**src/core/i2cm_pkg.sv**
```systemverilog
// constants, field layout and state type of the two-wire bus master
// assumes a single 250 MHz clock and the plain register port of the top
package i2cm_pkg;
    // ------------------------------------------------------------
    // timing
    // ------------------------------------------------------------
    localparam int CLK_HZ = 250_000_000;
    localparam int RATE_SLOW_HHZ = 992;   // 99.2 kHz, in units of 100 Hz
    localparam int RATE_FAST_HHZ = 3968;  // 396.8 kHz, in units of 100 Hz
    localparam int HHZ = 100;
    localparam int QTR_PER_BIT = 4;
    localparam int QCNT_W = 10;
    localparam int SLOW_DIV = QTR_PER_BIT * HHZ * RATE_SLOW_HHZ;
    localparam int FAST_DIV = QTR_PER_BIT * HHZ * RATE_FAST_HHZ;
    // quarter bit is a least time, so round up
    localparam logic [QCNT_W-1:0] QTR_SLOW_CYC = QCNT_W'((CLK_HZ + SLOW_DIV - 1) / SLOW_DIV);
    localparam logic [QCNT_W-1:0] QTR_FAST_CYC = QCNT_W'((CLK_HZ + FAST_DIV - 1) / FAST_DIV);
    // ------------------------------------------------------------
    // register map
    // ------------------------------------------------------------
    localparam int ADDR_W = 4;
    localparam int DATA_W = 32;
    localparam int SH_W = 24;
    localparam logic [ADDR_W-1:0] REG_DATA = 4'h0;
    localparam logic [ADDR_W-1:0] REG_SWCTL = 4'h4;
    localparam logic [ADDR_W-1:0] REG_STAT = 4'h8;
    localparam int DIR_BIT = 16;
    localparam int CMD_RATE = 24;
    localparam int CMD_THREE = 25;
    localparam int CMD_NOSTOP = 26;
    localparam int CMD_NOS1B = 27;
    localparam int SW_EN = 0;
    localparam int SW_SCL = 1;
    localparam int SW_SDA = 2;
    localparam int STAT_DONE = 0;
    localparam logic [2:0] SWCTL_RST = 3'h6;
    // ------------------------------------------------------------
    // sequencing
    // ------------------------------------------------------------
    localparam logic [3:0] ACK_SLOT = 4'h8;
    localparam logic [1:0] BYTES_ONE = 2'h1;
    localparam logic [1:0] BYTES_TWO = 2'h2;
    localparam logic [1:0] BYTES_THREE = 2'h3;
    localparam logic [1:0] Q_HIGH = 2'h2;
    localparam logic [1:0] Q_LAST = 2'h3;

    typedef enum logic [2:0] {
        ST_IDLE = 3'b000,
        ST_START = 3'b001,
        ST_BIT = 3'b010,
        ST_STOP = 3'b011,
        ST_HOLD = 3'b100
    } i2cm_state_type;

    function automatic logic [QCNT_W-1:0] qtr_cycles(input logic fast);
        return fast ? QTR_FAST_CYC : QTR_SLOW_CYC;
    endfunction
endpackage

```
**src/core/i2cm_core_if.sv**
```systemverilog
// signals shared between the master core and its two helpers
// assumes all three sit on the one system clock
interface i2cm_core_if;
    logic run;
    logic fastRate;
    logic tick;
    logic sclRaw;
    logic sdaRaw;
    logic sclSync;
    logic sdaSync;
    modport ctl (output run, fastRate, sclRaw, sdaRaw, input tick, sclSync, sdaSync);
    modport div (input run, fastRate, output tick);
    modport sync (input sclRaw, sdaRaw, output sclSync, sdaSync);
endinterface

```
**src/core/i2cm_master.sv**
```systemverilog
// register-driven two-wire bus master: command register, sequencer, pins
// assumes open-drain pads outside: oe high pulls the line low, pull-ups
// ------------------------------------------------------------
// rule summary
// ------------------------------------------------------------
// Function
// [RQ1] two selectable serial rates
// [RQ2] rates derived from system clock
// [RQ3] start: sda falls while scl high
// [RQ4] stop: sda rises while scl high
// [RQ5] sda changes only while scl low
// [RQ6] start only at cycle or byte boundary
// [RQ7] write sends two or three acked bytes
// [RQ8] 24-bit register shifted out msb first
// [RQ9] field0 bit0 selects read or write
// [RQ10] read: address, one byte, nack, stop
// [RQ11] received byte lands in field2
// [RQ12] completion raises done event to host
// [RQ13] flag reports all slave acks seen
// [RQ14] software may drive pins directly
// [RQ15] suppress_stop omits closing stop
// [RQ16] scl held low until next command
// [RQ17] chained single byte without start/stop
// [RQ18] saved direction persists when chaining
// [RQ19] on reads three-byte bit picks ack
// [RQ20] software clears suppress_stop on last command
// [RQ21] ninth clock carries acknowledge
//
// Chosen here: the register offsets and the address-and-strobe port.
module i2cm_master
    import i2cm_pkg::*;
(
    input wire logic clock,
    input wire logic resetn,
    input wire logic [i2cm_pkg::ADDR_W-1:0] regAddr,
    input wire logic [i2cm_pkg::DATA_W-1:0] regWdata,
    input wire logic regWr,
    input wire logic regRd,
    output logic [i2cm_pkg::DATA_W-1:0] regRdata,
    input wire logic sclIn,
    output logic sclOut,
    output logic sclOe,
    input wire logic sdaIn,
    output logic sdaOut,
    output logic sdaOe,
    output logic transferDone
);
    import i2cm_pkg::*;

    i2cm_core_if cif ();
    i2cm_state_type state_ff;
    logic [1:0] q_ff;
    logic [3:0] bitIdx_ff;
    logic [1:0] bytesLeft_ff;
    logic rxByte_ff;
    logic dirRead_ff;
    logic fast_ff;
    logic threeOrAck_ff;
    logic noStop_ff;
    logic noStart_ff;
    logic [SH_W-1:0] sh_ff;
    logic nackSeen_ff;
    logic done_ff;
    logic ackFlag_ff;
    logic swEn_ff;
    logic swScl_ff;
    logic swSda_ff;
    logic sclOe_ff;
    logic sdaOe_ff;
    logic pinLow_ff;
    logic [DATA_W-1:0] rdata_ff;
    logic busy;
    logic adv;
    logic cmdGo;
    logic cmdChain;
    logic dirNow;
    logic [1:0] bytesNow;
    logic lastBitEnd;
    logic doneSet;

    // ------------------------------------------------------------
    // helpers
    // ------------------------------------------------------------
    i2cm_rate_div u_div (
        .clock(clock),
        .resetn(resetn),
        .tk(cif.div)
    );

    i2cm_pin_sync u_sync (
        .clock(clock),
        .resetn(resetn),
        .ps(cif.sync)
    );

    assign busy = (state_ff == ST_START) || (state_ff == ST_BIT) || (state_ff == ST_STOP);
    assign cif.run = busy;
    assign cif.fastRate = fast_ff; // RQ1
    assign cif.sclRaw = sclIn;
    assign cif.sdaRaw = sdaIn;

    // a released scl that a slave still holds low stretches the high quarter
    assign adv = cif.tick && (q_ff != Q_HIGH || cif.sclSync);

    // ------------------------------------------------------------
    // command decode
    // ------------------------------------------------------------
    // a command is only taken at a cycle boundary: idle or parked after a byte
    assign cmdGo = regWr && regAddr == REG_DATA && !swEn_ff
        && (state_ff == ST_IDLE || state_ff == ST_HOLD); // RQ6
    // chaining needs a parked bus; from idle the bits fall back to a full cycle
    // without suppress_stop the chained byte closes the set with a stop
    assign cmdChain = regWdata[CMD_NOS1B] && state_ff == ST_HOLD; // RQ17 RQ15
    assign dirNow = cmdChain ? dirRead_ff : regWdata[DIR_BIT]; // RQ9 RQ18

    always_comb begin
        if (cmdChain) begin
            bytesNow = BYTES_ONE; // RQ17
        end else if (dirNow) begin
            bytesNow = BYTES_TWO; // RQ10
        end else begin
            bytesNow = regWdata[CMD_THREE] ? BYTES_THREE : BYTES_TWO; // RQ7
        end
    end

    assign lastBitEnd = adv && q_ff == Q_LAST && state_ff == ST_BIT
        && bitIdx_ff == ACK_SLOT && bytesLeft_ff == BYTES_ONE;
    assign doneSet = (adv && q_ff == Q_LAST && state_ff == ST_STOP)
        || (lastBitEnd && noStop_ff);

    // ------------------------------------------------------------
    // sequencer
    // ------------------------------------------------------------
    always_ff @(posedge clock) begin
        if (!resetn) begin
            state_ff <= ST_IDLE;
            q_ff <= 2'h0;
            bitIdx_ff <= 4'h0;
            bytesLeft_ff <= 2'h0;
            rxByte_ff <= 1'b0;
        end else if (swEn_ff) begin
            state_ff <= ST_IDLE; // RQ14
            q_ff <= 2'h0;
        end else if (cmdGo) begin
            state_ff <= cmdChain ? ST_BIT : ST_START; // RQ3 RQ17
            q_ff <= 2'h0;
            bitIdx_ff <= 4'h0;
            bytesLeft_ff <= bytesNow;
            rxByte_ff <= cmdChain && dirNow;
        end else if (adv) begin
            q_ff <= q_ff + 2'h1;
            if (q_ff == Q_LAST) begin
                case (state_ff)
                    ST_START: begin
                        state_ff <= ST_BIT;
                        bitIdx_ff <= 4'h0;
                    end
                    ST_BIT: begin
                        if (bitIdx_ff == ACK_SLOT) begin // RQ21
                            bitIdx_ff <= 4'h0;
                            if (bytesLeft_ff == BYTES_ONE) begin
                                state_ff <= noStop_ff ? ST_HOLD : ST_STOP; // RQ15 RQ4
                            end else begin
                                bytesLeft_ff <= bytesLeft_ff - 2'h1;
                                // last byte of a normal read is the one received
                                rxByte_ff <= dirRead_ff && bytesLeft_ff == BYTES_TWO; // RQ10
                            end
                        end else begin
                            bitIdx_ff <= bitIdx_ff + 4'h1;
                        end
                    end
                    ST_STOP: state_ff <= ST_IDLE;
                    default: state_ff <= state_ff;
                endcase
            end
        end
    end

    // ------------------------------------------------------------
    // pin drive
    // ------------------------------------------------------------
    always_ff @(posedge clock) begin
        if (!resetn) begin
            sclOe_ff <= 1'b0;
            sdaOe_ff <= 1'b0;
        end else if (swEn_ff) begin
            sclOe_ff <= !swScl_ff; // RQ14
            sdaOe_ff <= !swSda_ff;
        end else if (state_ff == ST_IDLE) begin
            sclOe_ff <= 1'b0;
            sdaOe_ff <= 1'b0;
        end else if (state_ff == ST_HOLD) begin
            sclOe_ff <= 1'b1; // RQ16
        end else if (adv) begin
            case (state_ff)
                ST_START: begin
                    case (q_ff)
                        2'h0: sdaOe_ff <= 1'b0;
                        2'h1: sclOe_ff <= 1'b0;
                        2'h2: sdaOe_ff <= 1'b1; // RQ3
                        default: sclOe_ff <= 1'b1;
                    endcase
                end
                ST_BIT: begin
                    case (q_ff)
                        2'h0: begin
                            // data only moves in the low quarter
                            if (bitIdx_ff == ACK_SLOT) begin
                                sdaOe_ff <= rxByte_ff && threeOrAck_ff; // RQ19 RQ21
                            end else begin
                                sdaOe_ff <= !rxByte_ff && !sh_ff[SH_W-1]; // RQ5 RQ8
                            end
                        end
                        2'h1: sclOe_ff <= 1'b0;
                        2'h2: sclOe_ff <= 1'b0;
                        default: sclOe_ff <= 1'b1;
                    endcase
                end
                ST_STOP: begin
                    case (q_ff)
                        2'h0: sdaOe_ff <= 1'b1;
                        2'h1: sclOe_ff <= 1'b0;
                        2'h2: sdaOe_ff <= 1'b0; // RQ4
                        default: sdaOe_ff <= 1'b0;
                    endcase
                end
                default: sclOe_ff <= sclOe_ff;
            endcase
        end
    end

    // open-drain: the pads only ever pull low
    always_ff @(posedge clock) begin
        pinLow_ff <= 1'b0;
    end

    // ------------------------------------------------------------
    // data, command fields and status
    // ------------------------------------------------------------
    always_ff @(posedge clock) begin
        if (!resetn) begin
            sh_ff <= '0;
            nackSeen_ff <= 1'b0;
            dirRead_ff <= 1'b0;
            fast_ff <= 1'b0;
            threeOrAck_ff <= 1'b0;
            noStop_ff <= 1'b0;
            noStart_ff <= 1'b0;
        end else if (cmdGo) begin
            sh_ff <= regWdata[SH_W-1:0];
            nackSeen_ff <= 1'b0;
            dirRead_ff <= dirNow; // RQ18
            fast_ff <= regWdata[CMD_RATE]; // RQ1
            threeOrAck_ff <= regWdata[CMD_THREE];
            noStop_ff <= regWdata[CMD_NOSTOP];
            noStart_ff <= regWdata[CMD_NOS1B];
        end else if (adv && state_ff == ST_BIT && q_ff == Q_HIGH) begin
            if (bitIdx_ff != ACK_SLOT) begin
                // one shift for both ways: a read byte ends up in field2
                sh_ff <= {sh_ff[SH_W-2:0], cif.sdaSync}; // RQ8 RQ11
            end else if (!rxByte_ff && cif.sdaSync) begin
                nackSeen_ff <= 1'b1; // RQ21
            end
        end
    end

    // set wins over a clear landing in the same cycle
    always_ff @(posedge clock) begin
        if (!resetn) begin
            done_ff <= 1'b0;
            ackFlag_ff <= 1'b0;
        end else if (doneSet) begin
            done_ff <= 1'b1; // RQ12
            ackFlag_ff <= !nackSeen_ff; // RQ13
        end else if (regWr && regAddr == REG_STAT && regWdata[STAT_DONE]) begin
            done_ff <= 1'b0;
        end
    end

    always_ff @(posedge clock) begin
        if (!resetn) begin
            {swSda_ff, swScl_ff, swEn_ff} <= SWCTL_RST;
        end else if (regWr && regAddr == REG_SWCTL) begin
            swEn_ff <= regWdata[SW_EN]; // RQ14
            swScl_ff <= regWdata[SW_SCL];
            swSda_ff <= regWdata[SW_SDA];
        end
    end

    always_ff @(posedge clock) begin
        if (!resetn) begin
            rdata_ff <= '0;
        end else if (regRd) begin
            case (regAddr)
                REG_DATA: rdata_ff <= {4'h0, noStart_ff, noStop_ff, threeOrAck_ff, fast_ff, sh_ff};
                REG_SWCTL: rdata_ff <= {29'h0, swSda_ff, swScl_ff, swEn_ff};
                REG_STAT: rdata_ff <= {27'h0, cif.sdaSync, cif.sclSync, busy, ackFlag_ff, done_ff};
                default: rdata_ff <= '0;
            endcase
        end else begin
            rdata_ff <= '0;
        end
    end

    assign regRdata = rdata_ff;
    assign sclOe = sclOe_ff;
    assign sdaOe = sdaOe_ff;
    assign sclOut = pinLow_ff;
    assign sdaOut = pinLow_ff;
    assign transferDone = done_ff;

    // ------------------------------------------------------------
    // checks
    // ------------------------------------------------------------
    logic [QCNT_W-1:0] gapCnt_ff;

    always_ff @(posedge clock) begin
        if (!resetn || !cif.run) begin
            gapCnt_ff <= '0;
        end else if (cif.tick) begin
            gapCnt_ff <= QCNT_W'(1);
        end else begin
            gapCnt_ff <= gapCnt_ff + 1'b1;
        end
    end
endmodule // i2cm_master

```
**src/core/i2cm_pin_sync.sv**
```systemverilog
// two-stage synchronisers for the bus lines read back from the pins
// assumes the pins change without regard to the system clock
module i2cm_pin_sync
    import i2cm_pkg::*;
(
    input wire logic clock,
    input wire logic resetn,
    i2cm_core_if.sync ps
);
    logic [1:0] meta_ff;
    logic [1:0] sync_ff;

    // released bus idles high, so reset to high
    always_ff @(posedge clock) begin
        if (!resetn) begin
            meta_ff <= 2'h3;
            sync_ff <= 2'h3;
        end else begin
            meta_ff <= {ps.sclRaw, ps.sdaRaw};
            sync_ff <= meta_ff;
        end
    end

    assign ps.sclSync = sync_ff[1];
    assign ps.sdaSync = sync_ff[0];
endmodule // i2cm_pin_sync

```
**src/core/i2cm_rate_div.sv**
```systemverilog
// quarter-bit enable generator for the serial clock
// assumes run is held for the whole of a sequenced transfer
module i2cm_rate_div
    import i2cm_pkg::*;
(
    input wire logic clock,
    input wire logic resetn,
    i2cm_core_if.div tk
);
    logic [QCNT_W-1:0] cnt_ff;
    logic tick_ff;

    // counted in system cycles, so a slower clock slows both rates alike
    always_ff @(posedge clock) begin // RQ2
        if (!resetn || !tk.run) begin
            cnt_ff <= '0;
            tick_ff <= 1'b0;
        end else if (cnt_ff == qtr_cycles(tk.fastRate) - 1'b1) begin // RQ1
            cnt_ff <= '0;
            tick_ff <= 1'b1;
        end else begin
            cnt_ff <= cnt_ff + 1'b1;
            tick_ff <= 1'b0;
        end
    end

    assign tk.tick = tick_ff;
endmodule // i2cm_rate_div

```
**config.mk**
```make
export PLATFORM = sky130hd
export DESIGN_NAME = i2cm_master
export DESIGN_NICKNAME = d
export VERILOG_FILES = /design/src/core/i2cm_pkg.sv /design/src/core/i2cm_core_if.sv /design/src/core/i2cm_master.sv /design/src/core/i2cm_pin_sync.sv /design/src/core/i2cm_rate_div.sv
export SDC_FILE = /design/constraint.sdc
export NUM_CORES = 1
export LEC_CHECK = 0
export BUFFER_PORTS_ARGS = -buffer_cell sky130_fd_sc_hd__clkbuf_2
export CAP_MARGIN = 20
export CORE_UTILIZATION = 30
export CTS_CLUSTER_SIZE = 8
export DETAILED_ROUTE_END_ITERATION = 8
export GPL_TIMING_DRIVEN = 0
export PLACE_DENSITY_LB_ADDON = 0.15
export SYNTH_ARGS = -nofsm -noshare
export SYNTH_HDL_FRONTEND = slang
export SYNTH_SLANG_ARGS = --single-unit
```
**constraint.sdc**
```tcl
create_clock -name clock -period 2.8 [get_ports clock]
set_input_delay 0.14 -clock clock [delete_from_list [all_inputs] [get_ports clock]]
set_output_delay 0.14 -clock clock [all_outputs]
set_load 0.1 [all_outputs]
```
==> results of run 1 <==
how the worst max path moves through the flow:
stage                        end  startpoint  slack (ps)  cells past startpoint
floorplan           bitIdx_ff[3]     q_ff[0]         820                      7
global placement    bitIdx_ff[3]     q_ff[0]         690                      7
detailed placement  bitIdx_ff[3]     q_ff[0]         640                      7
CTS                 bitIdx_ff[3]     q_ff[0]         630                      7
global route        bitIdx_ff[3]     q_ff[0]         520                      7
finish              bitIdx_ff[3]     q_ff[0]         650                      7
area by class of cell:
| cell class | instances | area (um2) | share of cell area, % |
|---|---|---|---|
| multi-input cells | 302 | 1990 | 40.6 |
| repair buffers | 68 | 350 | 7.13 |
| inverters | 9 | 33.8 | 0.688 |
| flip-flops and latches | 92 | 1840 | 37.5 |
| clock inverters | 6 | 47.5 | 0.968 |
| plain buffers | 33 | 198 | 4.02 |
| well taps | 176 | 220 | 4.48 |
| clock buffers | 10 | 229 | 4.66 |
flip-flops by register name, indices dropped and copies added (netlist names), 2 cells and up:
register        cells
q_ff                2
sh_ff              24
u_sync.sync_ff      2
bytesLeft_ff        2
bitIdx_ff           4
regRdata           28
u_sync.meta_ff      2
state_ff            3
u_div.cnt_ff       10
per-stage QoR:
| stage | area, um2 | hold WS [ps] | std cells | total power, uW | util [%] |
|---|---|---|---|---|---|
| 2_1_floorplan | 4070 | 241 | 436 | 1460 | - |
| 4_1_cts | 4910 | 32.6 | 696 | 2660 | 37.3 |
| 3_3_place_gp | 4620 | 331 | 678 | 1520 | 35.0 |
| 3_5_place_dp | 4620 | 328 | 678 | 1520 | 35.0 |
| 6_report | 4910 | 45.8 | 696 | 2620 | 37.3 |
| 5_1_grt | 4910 | 46.3 | 696 | 2730 | 37.3 |
cells in the mapped netlist, drive strengths merged, types with 2 or more instances:
cell | count | area (um2)
dfxtp | 92 | 1840
nand2 | 45 | 169
nor2 | 33 | 129
a21boi | 30 | 225
and2 | 26 | 163
a22oi | 23 | 173
buf | 21 | 153
mux2i | 15 | 150
clkbuf | 12 | 45.0
nand3 | 12 | 72.6
a21oi | 9 | 45.0
ha | 9 | 113
inv | 9 | 33.8
nand2b | 9 | 63.8
nor3 | 8 | 51.3
o21ai | 8 | 40.0
a31oi | 6 | 52.6
nor2b | 6 | 45.0
and3 | 5 | 31.3
xnor2 | 5 | 43.8
xor2 | 5 | 43.8
nand4b | 4 | 35.0
nor4 | 3 | 33.8
or3 | 3 | 18.8
a211oi | 2 | 15.0
and4b | 2 | 20.0
nand3b | 2 | 15.0
nand4 | 2 | 12.5
nor3b | 2 | 15.0
nor4b | 2 | 17.5
o21a | 2 | 15.0
o31ai | 2 | 15.0
or4 | 2 | 15.0
worst register-to-register path, stage by stage (launching register included):
cell and delay (ps):
sky130_fd_sc_hd__dfxtp_1 360, sky130_fd_sc_hd__inv_1 100, sky130_fd_sc_hd__ha_1 300, sky130_fd_sc_hd__nand2b_4 140
sky130_fd_sc_hd__nand3_4 100, sky130_fd_sc_hd__o41a_4 490, sky130_fd_sc_hd__or4_1 470, sky130_fd_sc_hd__a21boi_1 150
cell families after synthesis:
kind of cell / after synthesis
other: 1
AOI/OAI and AO/OA: 94
adders and majority gates: 9
buffers and inverters: 42
and+or+nand+nor: 168
DFF: 92
muxes: 15
xor gates and xnor gates: 10
power by group through the flow:
| stage | sequential (uW) | combinational [uW] | clock (uW) |
|---|---|---|---|
| 3_3_place_gp | 1360 | 162 | 0 |
| 2_1_floorplan | 1360 | 105 | 0 |
| 3_5_place_dp | 1360 | 163 | 0 |
| 5_1_grt | 1330 | 178 | 1230 |
| 4_1_cts | 1330 | 166 | 1170 |
| 6_report | 1330 | 164 | 1130 |
repair_timing:
action                                  4_1_cts  5_1_grt
hold buffers                                  2        0
endpoints found under the setup margin        0        0
endpoints found under the hold margin         2        0
per-layer routing:
| layer | routed length (um) | GRT usage (%) | part of all wire [%] |
|---|---|---|---|
| met2 | 4530 | 24.1 | 46 |
| met3 | 405 | 3.38 | 4.1 |
| met1 | 4820 | 19.8 | 49 |
| met4 | 96 | 4.33 | 0.97 |
| met5 | 0 | 0 | 0 |
==> metrics.txt, run 1 <==
DP Worst Slack 635 ps; count of flip-flops with a built-in enable after synthesis 0; detailed-routing iteration count for the pre-antenna-repair pass 4; number of hold violations in the final report 0; Total Neg Setup Slack 0 ps; startpoint type of the worst setup path flop; arithmetic-cell share of the synthesized area counting full adders, half adders and majority gates 2.78%; std cell rows 42; vias per inst 4.66; sink of the worst hold path noStop_ff; clk sink count 92; maximum capacitance violations 0; portion of the post-synthesis area used by sequential elements 45.5%; endpoint kind of the worst setup timing path flop; Gate power share 6.2%; share of flip-flops with an asynchronous set or reset after synthesis 0%; worst skew pair latency 340 ps; diodes inserted 0; highest attainable clock frequency 464 MHz; worst reg2reg startpoint q_ff[0]; chip height 118 um; crit path buf inv count 1; pin count of the biggest net entering global routing 17; critical path fanouts, max 8; Post-synth top flop sky130_fd_sc_hd__dfxtp_1; top cell family by delay on the critical path simple AND/OR/NAND/NOR gates; register-to-register setup slack 650 ps; number of placed I/O pins 79; stage delay of the slowest cell on the critical path 490 ps; XOR/XNOR Fraction of Synth Area 2.16%; most common cell after layout, fill and taps aside sky130_fd_sc_hd__dfxtp_1; post-cts gate resize count 0; outcome complete, no violations; clock root buffer sky130_fd_sc_hd__clkbuf_16; area of the core 13200 um2; capture instance of the worst register-to-register path bitIdx_ff[3]; share of total power in the clock network 43.2%; post-route minimum period 2150 ps; worst rel slew slack 62.7%; Pint 1990 uW; number of violations reported at the end of detailed-routing iteration 0 200; reported net switching power 637 uW; detailed-route DRC error count 0; number of antenna violations at the first check in global routing 0; wire length of the first global-routing pass 16300 um; number of CTS-inserted buffers 9; Synth-to-Final Area Change 21.4%; multiplexer share of the synthesized area 3.71%; buffers from clock root to sink, at most 2; count of cells along the worst register-to-register path 7; clock-pin slew on the worst setup and hold paths 70 ps; fraction of final layout cells with drive strength greater than 1 21.3%; post-synthesis instance area 4050 um2; Final WS setup 645 ps; compound-gate portion of the synthesized area 17.2%; Fillers 1379; warning count from the yosys run 0; worst clock skew on the final layout 8.86 ps; WP data required 3080 ps; count of different cell masters after synthesis 59; RSZ-0062 raised after global routing no; Sw Share 24.3%; final estimated routing congestion in global placement 0.809; effective utilization at floorplan 30.7%; post-detailed-route count of antenna-violating nets 0; total leakage power 0.00190 uW; Max VDD drop 267 uV; hold path startpoint regWdata[26]; total power divided by cell area 534 nW/um2; die boundary width 118 um; final net count 566; H-tree levels 3; CTS tree yes; Critical Path AT 2430 ps; combinational family with the most area after synthesis simple AND/OR/NAND/NOR gates; Mapped Avg Cell Area 9.39 um2; max-slew violation total from the final report 0; Seq pwr share 50.6%; Hold Path Stages 3; leading cell types in the layout, fill and taps excluded 92 x sky130_fd_sc_hd__dfxtp_1, 66 x sky130_fd_sc_hd__clkbuf_2, 45 x sky130_fd_sc_hd__nand2_1; average routed wire per standard cell 14.2 um; final count of negative-setup-slack endpoints 0; GRT Total Usage 14.9%; number of buffers inserted to repair setup after CTS 0; Die Outline Area 14000 um2; critical path class flop to flop; crit-path cells inv_1, ha_1, nand2b_4, nand3_4, o41a_4, or4_1, a21boi_1; final HPWL from detailed placement 7410 um; routed wire length 9850 um; final worst path period share 77.0%; simple-gate area share of the yosys netlist 22.8%; total of flip-flops plus latches after synthesis 92; total via count after detailed routing 3241; Tightest Hold Check Type input port to flop; measured slew at the worst slew-check pin 559 ps; post-synthesis cell count 431; IO buf count 66; vias in the first global route 3101; cell at the slowest stage of the critical path sky130_fd_sc_hd__o41a_4; Overflow after GRT 0
Note: power is estimated with default switching activity, not from simulation.
==> run 2: changes to the inputs <==
ABC_AREA = 1   (was unset)
clock period = 1.9 ns   (was 2.8 ns; I/O delays follow)
==> metrics.txt, run 2 <==
Mapped Avg Cell Area 6.70 um2; worst clock skew on the final layout 10.3 ps; warning count from the yosys run 0; final estimated routing congestion in global placement 0.858; number of CTS-inserted buffers 9; average routed wire per standard cell 12.6 um; Post-synth top flop sky130_fd_sc_hd__dfxtp_1; Max VDD drop 382 uV; critical path class flop to flop; final worst path period share 92.6%; crit path buf inv count 1; IO buf count 67; top cells by count, synth 208 x sky130_fd_sc_hd__nand2_1, 92 x sky130_fd_sc_hd__dfxtp_1, 91 x sky130_fd_sc_hd__nor2_1, 84 x sky130_fd_sc_hd__inv_1, 45 x sky130_fd_sc_hd__nand3_1; cell with the most instances after synthesis sky130_fd_sc_hd__nand2_1; clock root buffer sky130_fd_sc_hd__clkbuf_16; post-detailed-route count of antenna-violating nets 0; GRT Total Usage 16.6%; die boundary width 123 um; Tightest Hold Check Type input port to flop; pin count of the biggest net entering global routing 15; worst skew pair latency 350 ps; vias in the first global route 4002; routed wire length 11700 um; smallest hold slack 41.0 ps; max-slew violation total from the final report 0; worst rel slew slack 50.8%; clock-pin slew on the worst setup and hold paths 60 ps; wire length of the first global-routing pass 19100 um; most common cell type on the critical path sky130_fd_sc_hd__nand2_1; Largest register FFs 28; post-synthesis cell count 658; crit-path cells inv_1, ha_2, nand2_1, nand3_1, nor2_4, nand2_1, nand2_1, nand2_1, nand2_1, a21oi_1; critical path fanouts, max 5; post-synthesis instance area 4410 um2; H-tree levels 3; vias per inst 4.52; total leakage power 0.00246 uW; final net count 799; measured slew at the worst slew-check pin 733 ps; endpoint kind of the worst setup timing path flop; Overflow after GRT 0; number of hold violations in the final report 0; DP Worst Slack -310 ps; leading cell types in the layout, fill and taps excluded 207 x sky130_fd_sc_hd__nand2_1, 91 x sky130_fd_sc_hd__dfxtp_1, 89 x sky130_fd_sc_hd__nor2_1; std cell rows 43; count of flip-flops with a built-in enable after synthesis 0; maximum capacitance violations 0; detailed-route DRC error count 0; RSZ-0062 raised after global routing no; total power divided by cell area 756 nW/um2; most common cell after layout, fill and taps aside sky130_fd_sc_hd__nand2_1; total via count after detailed routing 4211; share of flip-flops with an asynchronous set or reset after synthesis 0%; stage delay of the slowest cell on the critical path 360 ps; clk sink count 92; final count of negative-setup-slack endpoints 0; post-route minimum period 1760 ps; effective utilization at floorplan 31.3%; detailed-routing iteration count for the pre-antenna-repair pass 4; cell type with the largest total area after synthesis sky130_fd_sc_hd__dfxtp_1; area of the core 14100 um2; diodes inserted 0; dominant cells by area after synthesis sky130_fd_sc_hd__dfxtp_1 42%, sky130_fd_sc_hd__nand2_1 18%, sky130_fd_sc_hd__nor2_1 7.8%; Final WS setup 141 ps; CTS tree yes; Critical Path AT 1990 ps; WP data required 2130 ps; outcome complete, no violations; chip height 123 um; number of placed I/O pins 79; final HPWL from detailed placement 8920 um; buffers from clock root to sink, at most 2; area share of the leading cell type in the synthesized netlist 41.8%; Die Outline Area 15200 um2; Synth-to-Final Area Change 22.0%; startpoint type of the worst setup path flop; number of antenna violations at the first check in global routing 0; top cell family by delay on the critical path simple AND/OR/NAND/NOR gates; number of violations reported at the end of detailed-routing iteration 0 210; fraction of final layout cells with drive strength greater than 1 17.0%; cell at the slowest stage of the critical path sky130_fd_sc_hd__dfxtp_2; portion of the post-synthesis area used by sequential elements 41.8%; highest attainable clock frequency 569 MHz; count of different cell masters after synthesis 32; total of flip-flops plus latches after synthesis 92
## run 2: timing repair
item	CTS	global route
endpoints found under the hold margin	3	0
buffers inserted	1	3
hold buffers	3	0
endpoints found under the setup margin	26	29
cloned	0	0
gates resized for setup	5	7
pin swaps	0	2
## run 2: final cells by class
| cell class | instances | area (um2) |
|---|---|---|
| fill | 1543 | 8720 |
| clock inverter | 4 | 48.8 |
| clock buffer | 11 | 243 |
| tap | 180 | 225 |
| buffer | 29 | 199 |
| sequential | 92 | 1840 |
| timing repair buffer | 74 | 395 |
| inverter | 89 | 339 |
| multi-input combinational | 453 | 2080 |
## run 2: worst paths after layout
check	end	from	cells past startpoint	slack [ps]
setup / recovery	bitIdx_ff[0]	q_ff[0]	10	140
hold / removal	swSda_ff	regWdata[2]	3	40
setup reg to reg	bitIdx_ff[0]	q_ff[0]	10	140
hold reg to reg	u_sync.sync_ff[1]	u_sync.meta_ff[1]	1	410
## run 2: kinds of logic (layout without fill, tap and decap cells)
kind of cell    after synthesis  after routing  synth area share [%]
simple gates                382            382                  35.8
buf+inv                     118            207                  12.1
flops                        92             92                  41.8
compound gates               47             47                  5.91
fa+ha+maj                     9              9                  2.56
xor+xnor                      9              9                  1.79
other cells                   1              6                0.0851
## run 2: worst register-to-register path, delay by kind of cell (launching register included)
kind | cells | cell delay (ps)
AOI/OAI and AO/OA | 1 | 50
adders and majority gates | 1 | 250
buffers and inverters | 1 | 80
DFF | 1 | 360
and+or+nand+nor | 7 | 920
## run 2: metal layers
metal | global-route usage (%) | routed length, um | vias up
li1 | - | - | 2195
met1 | 20.5 | 5490 | 1908
met2 | 28.0 | 5500 | 88
met3 | 3.83 | 518 | 20
met4 | 6.10 | 223 | 0
met5 | 0 | 0 | -
## run 2: through the flow
stage	total power (uW)	utilization [%]	area, um2	TNS [ps]	cells
3_3_place_gp	2280	35.4	4980	-4580	910
5_1_grt	4220	38.1	5370	0	932
6_report	4060	38.1	5370	0	932
2_1_floorplan	2200	-	4420	0	663
3_5_place_dp	2290	35.4	4980	-5810	910
4_1_cts	4130	37.8	5330	0	929
## run 2: report_power, final
group	total [uW]	switching [uW]	leakage [uW]	internal [uW]
Sequential	1960	12.7	0.000744	1950
Clock	1820	766	0.000146	1050
Combinational	285	194	0.00157	91.4
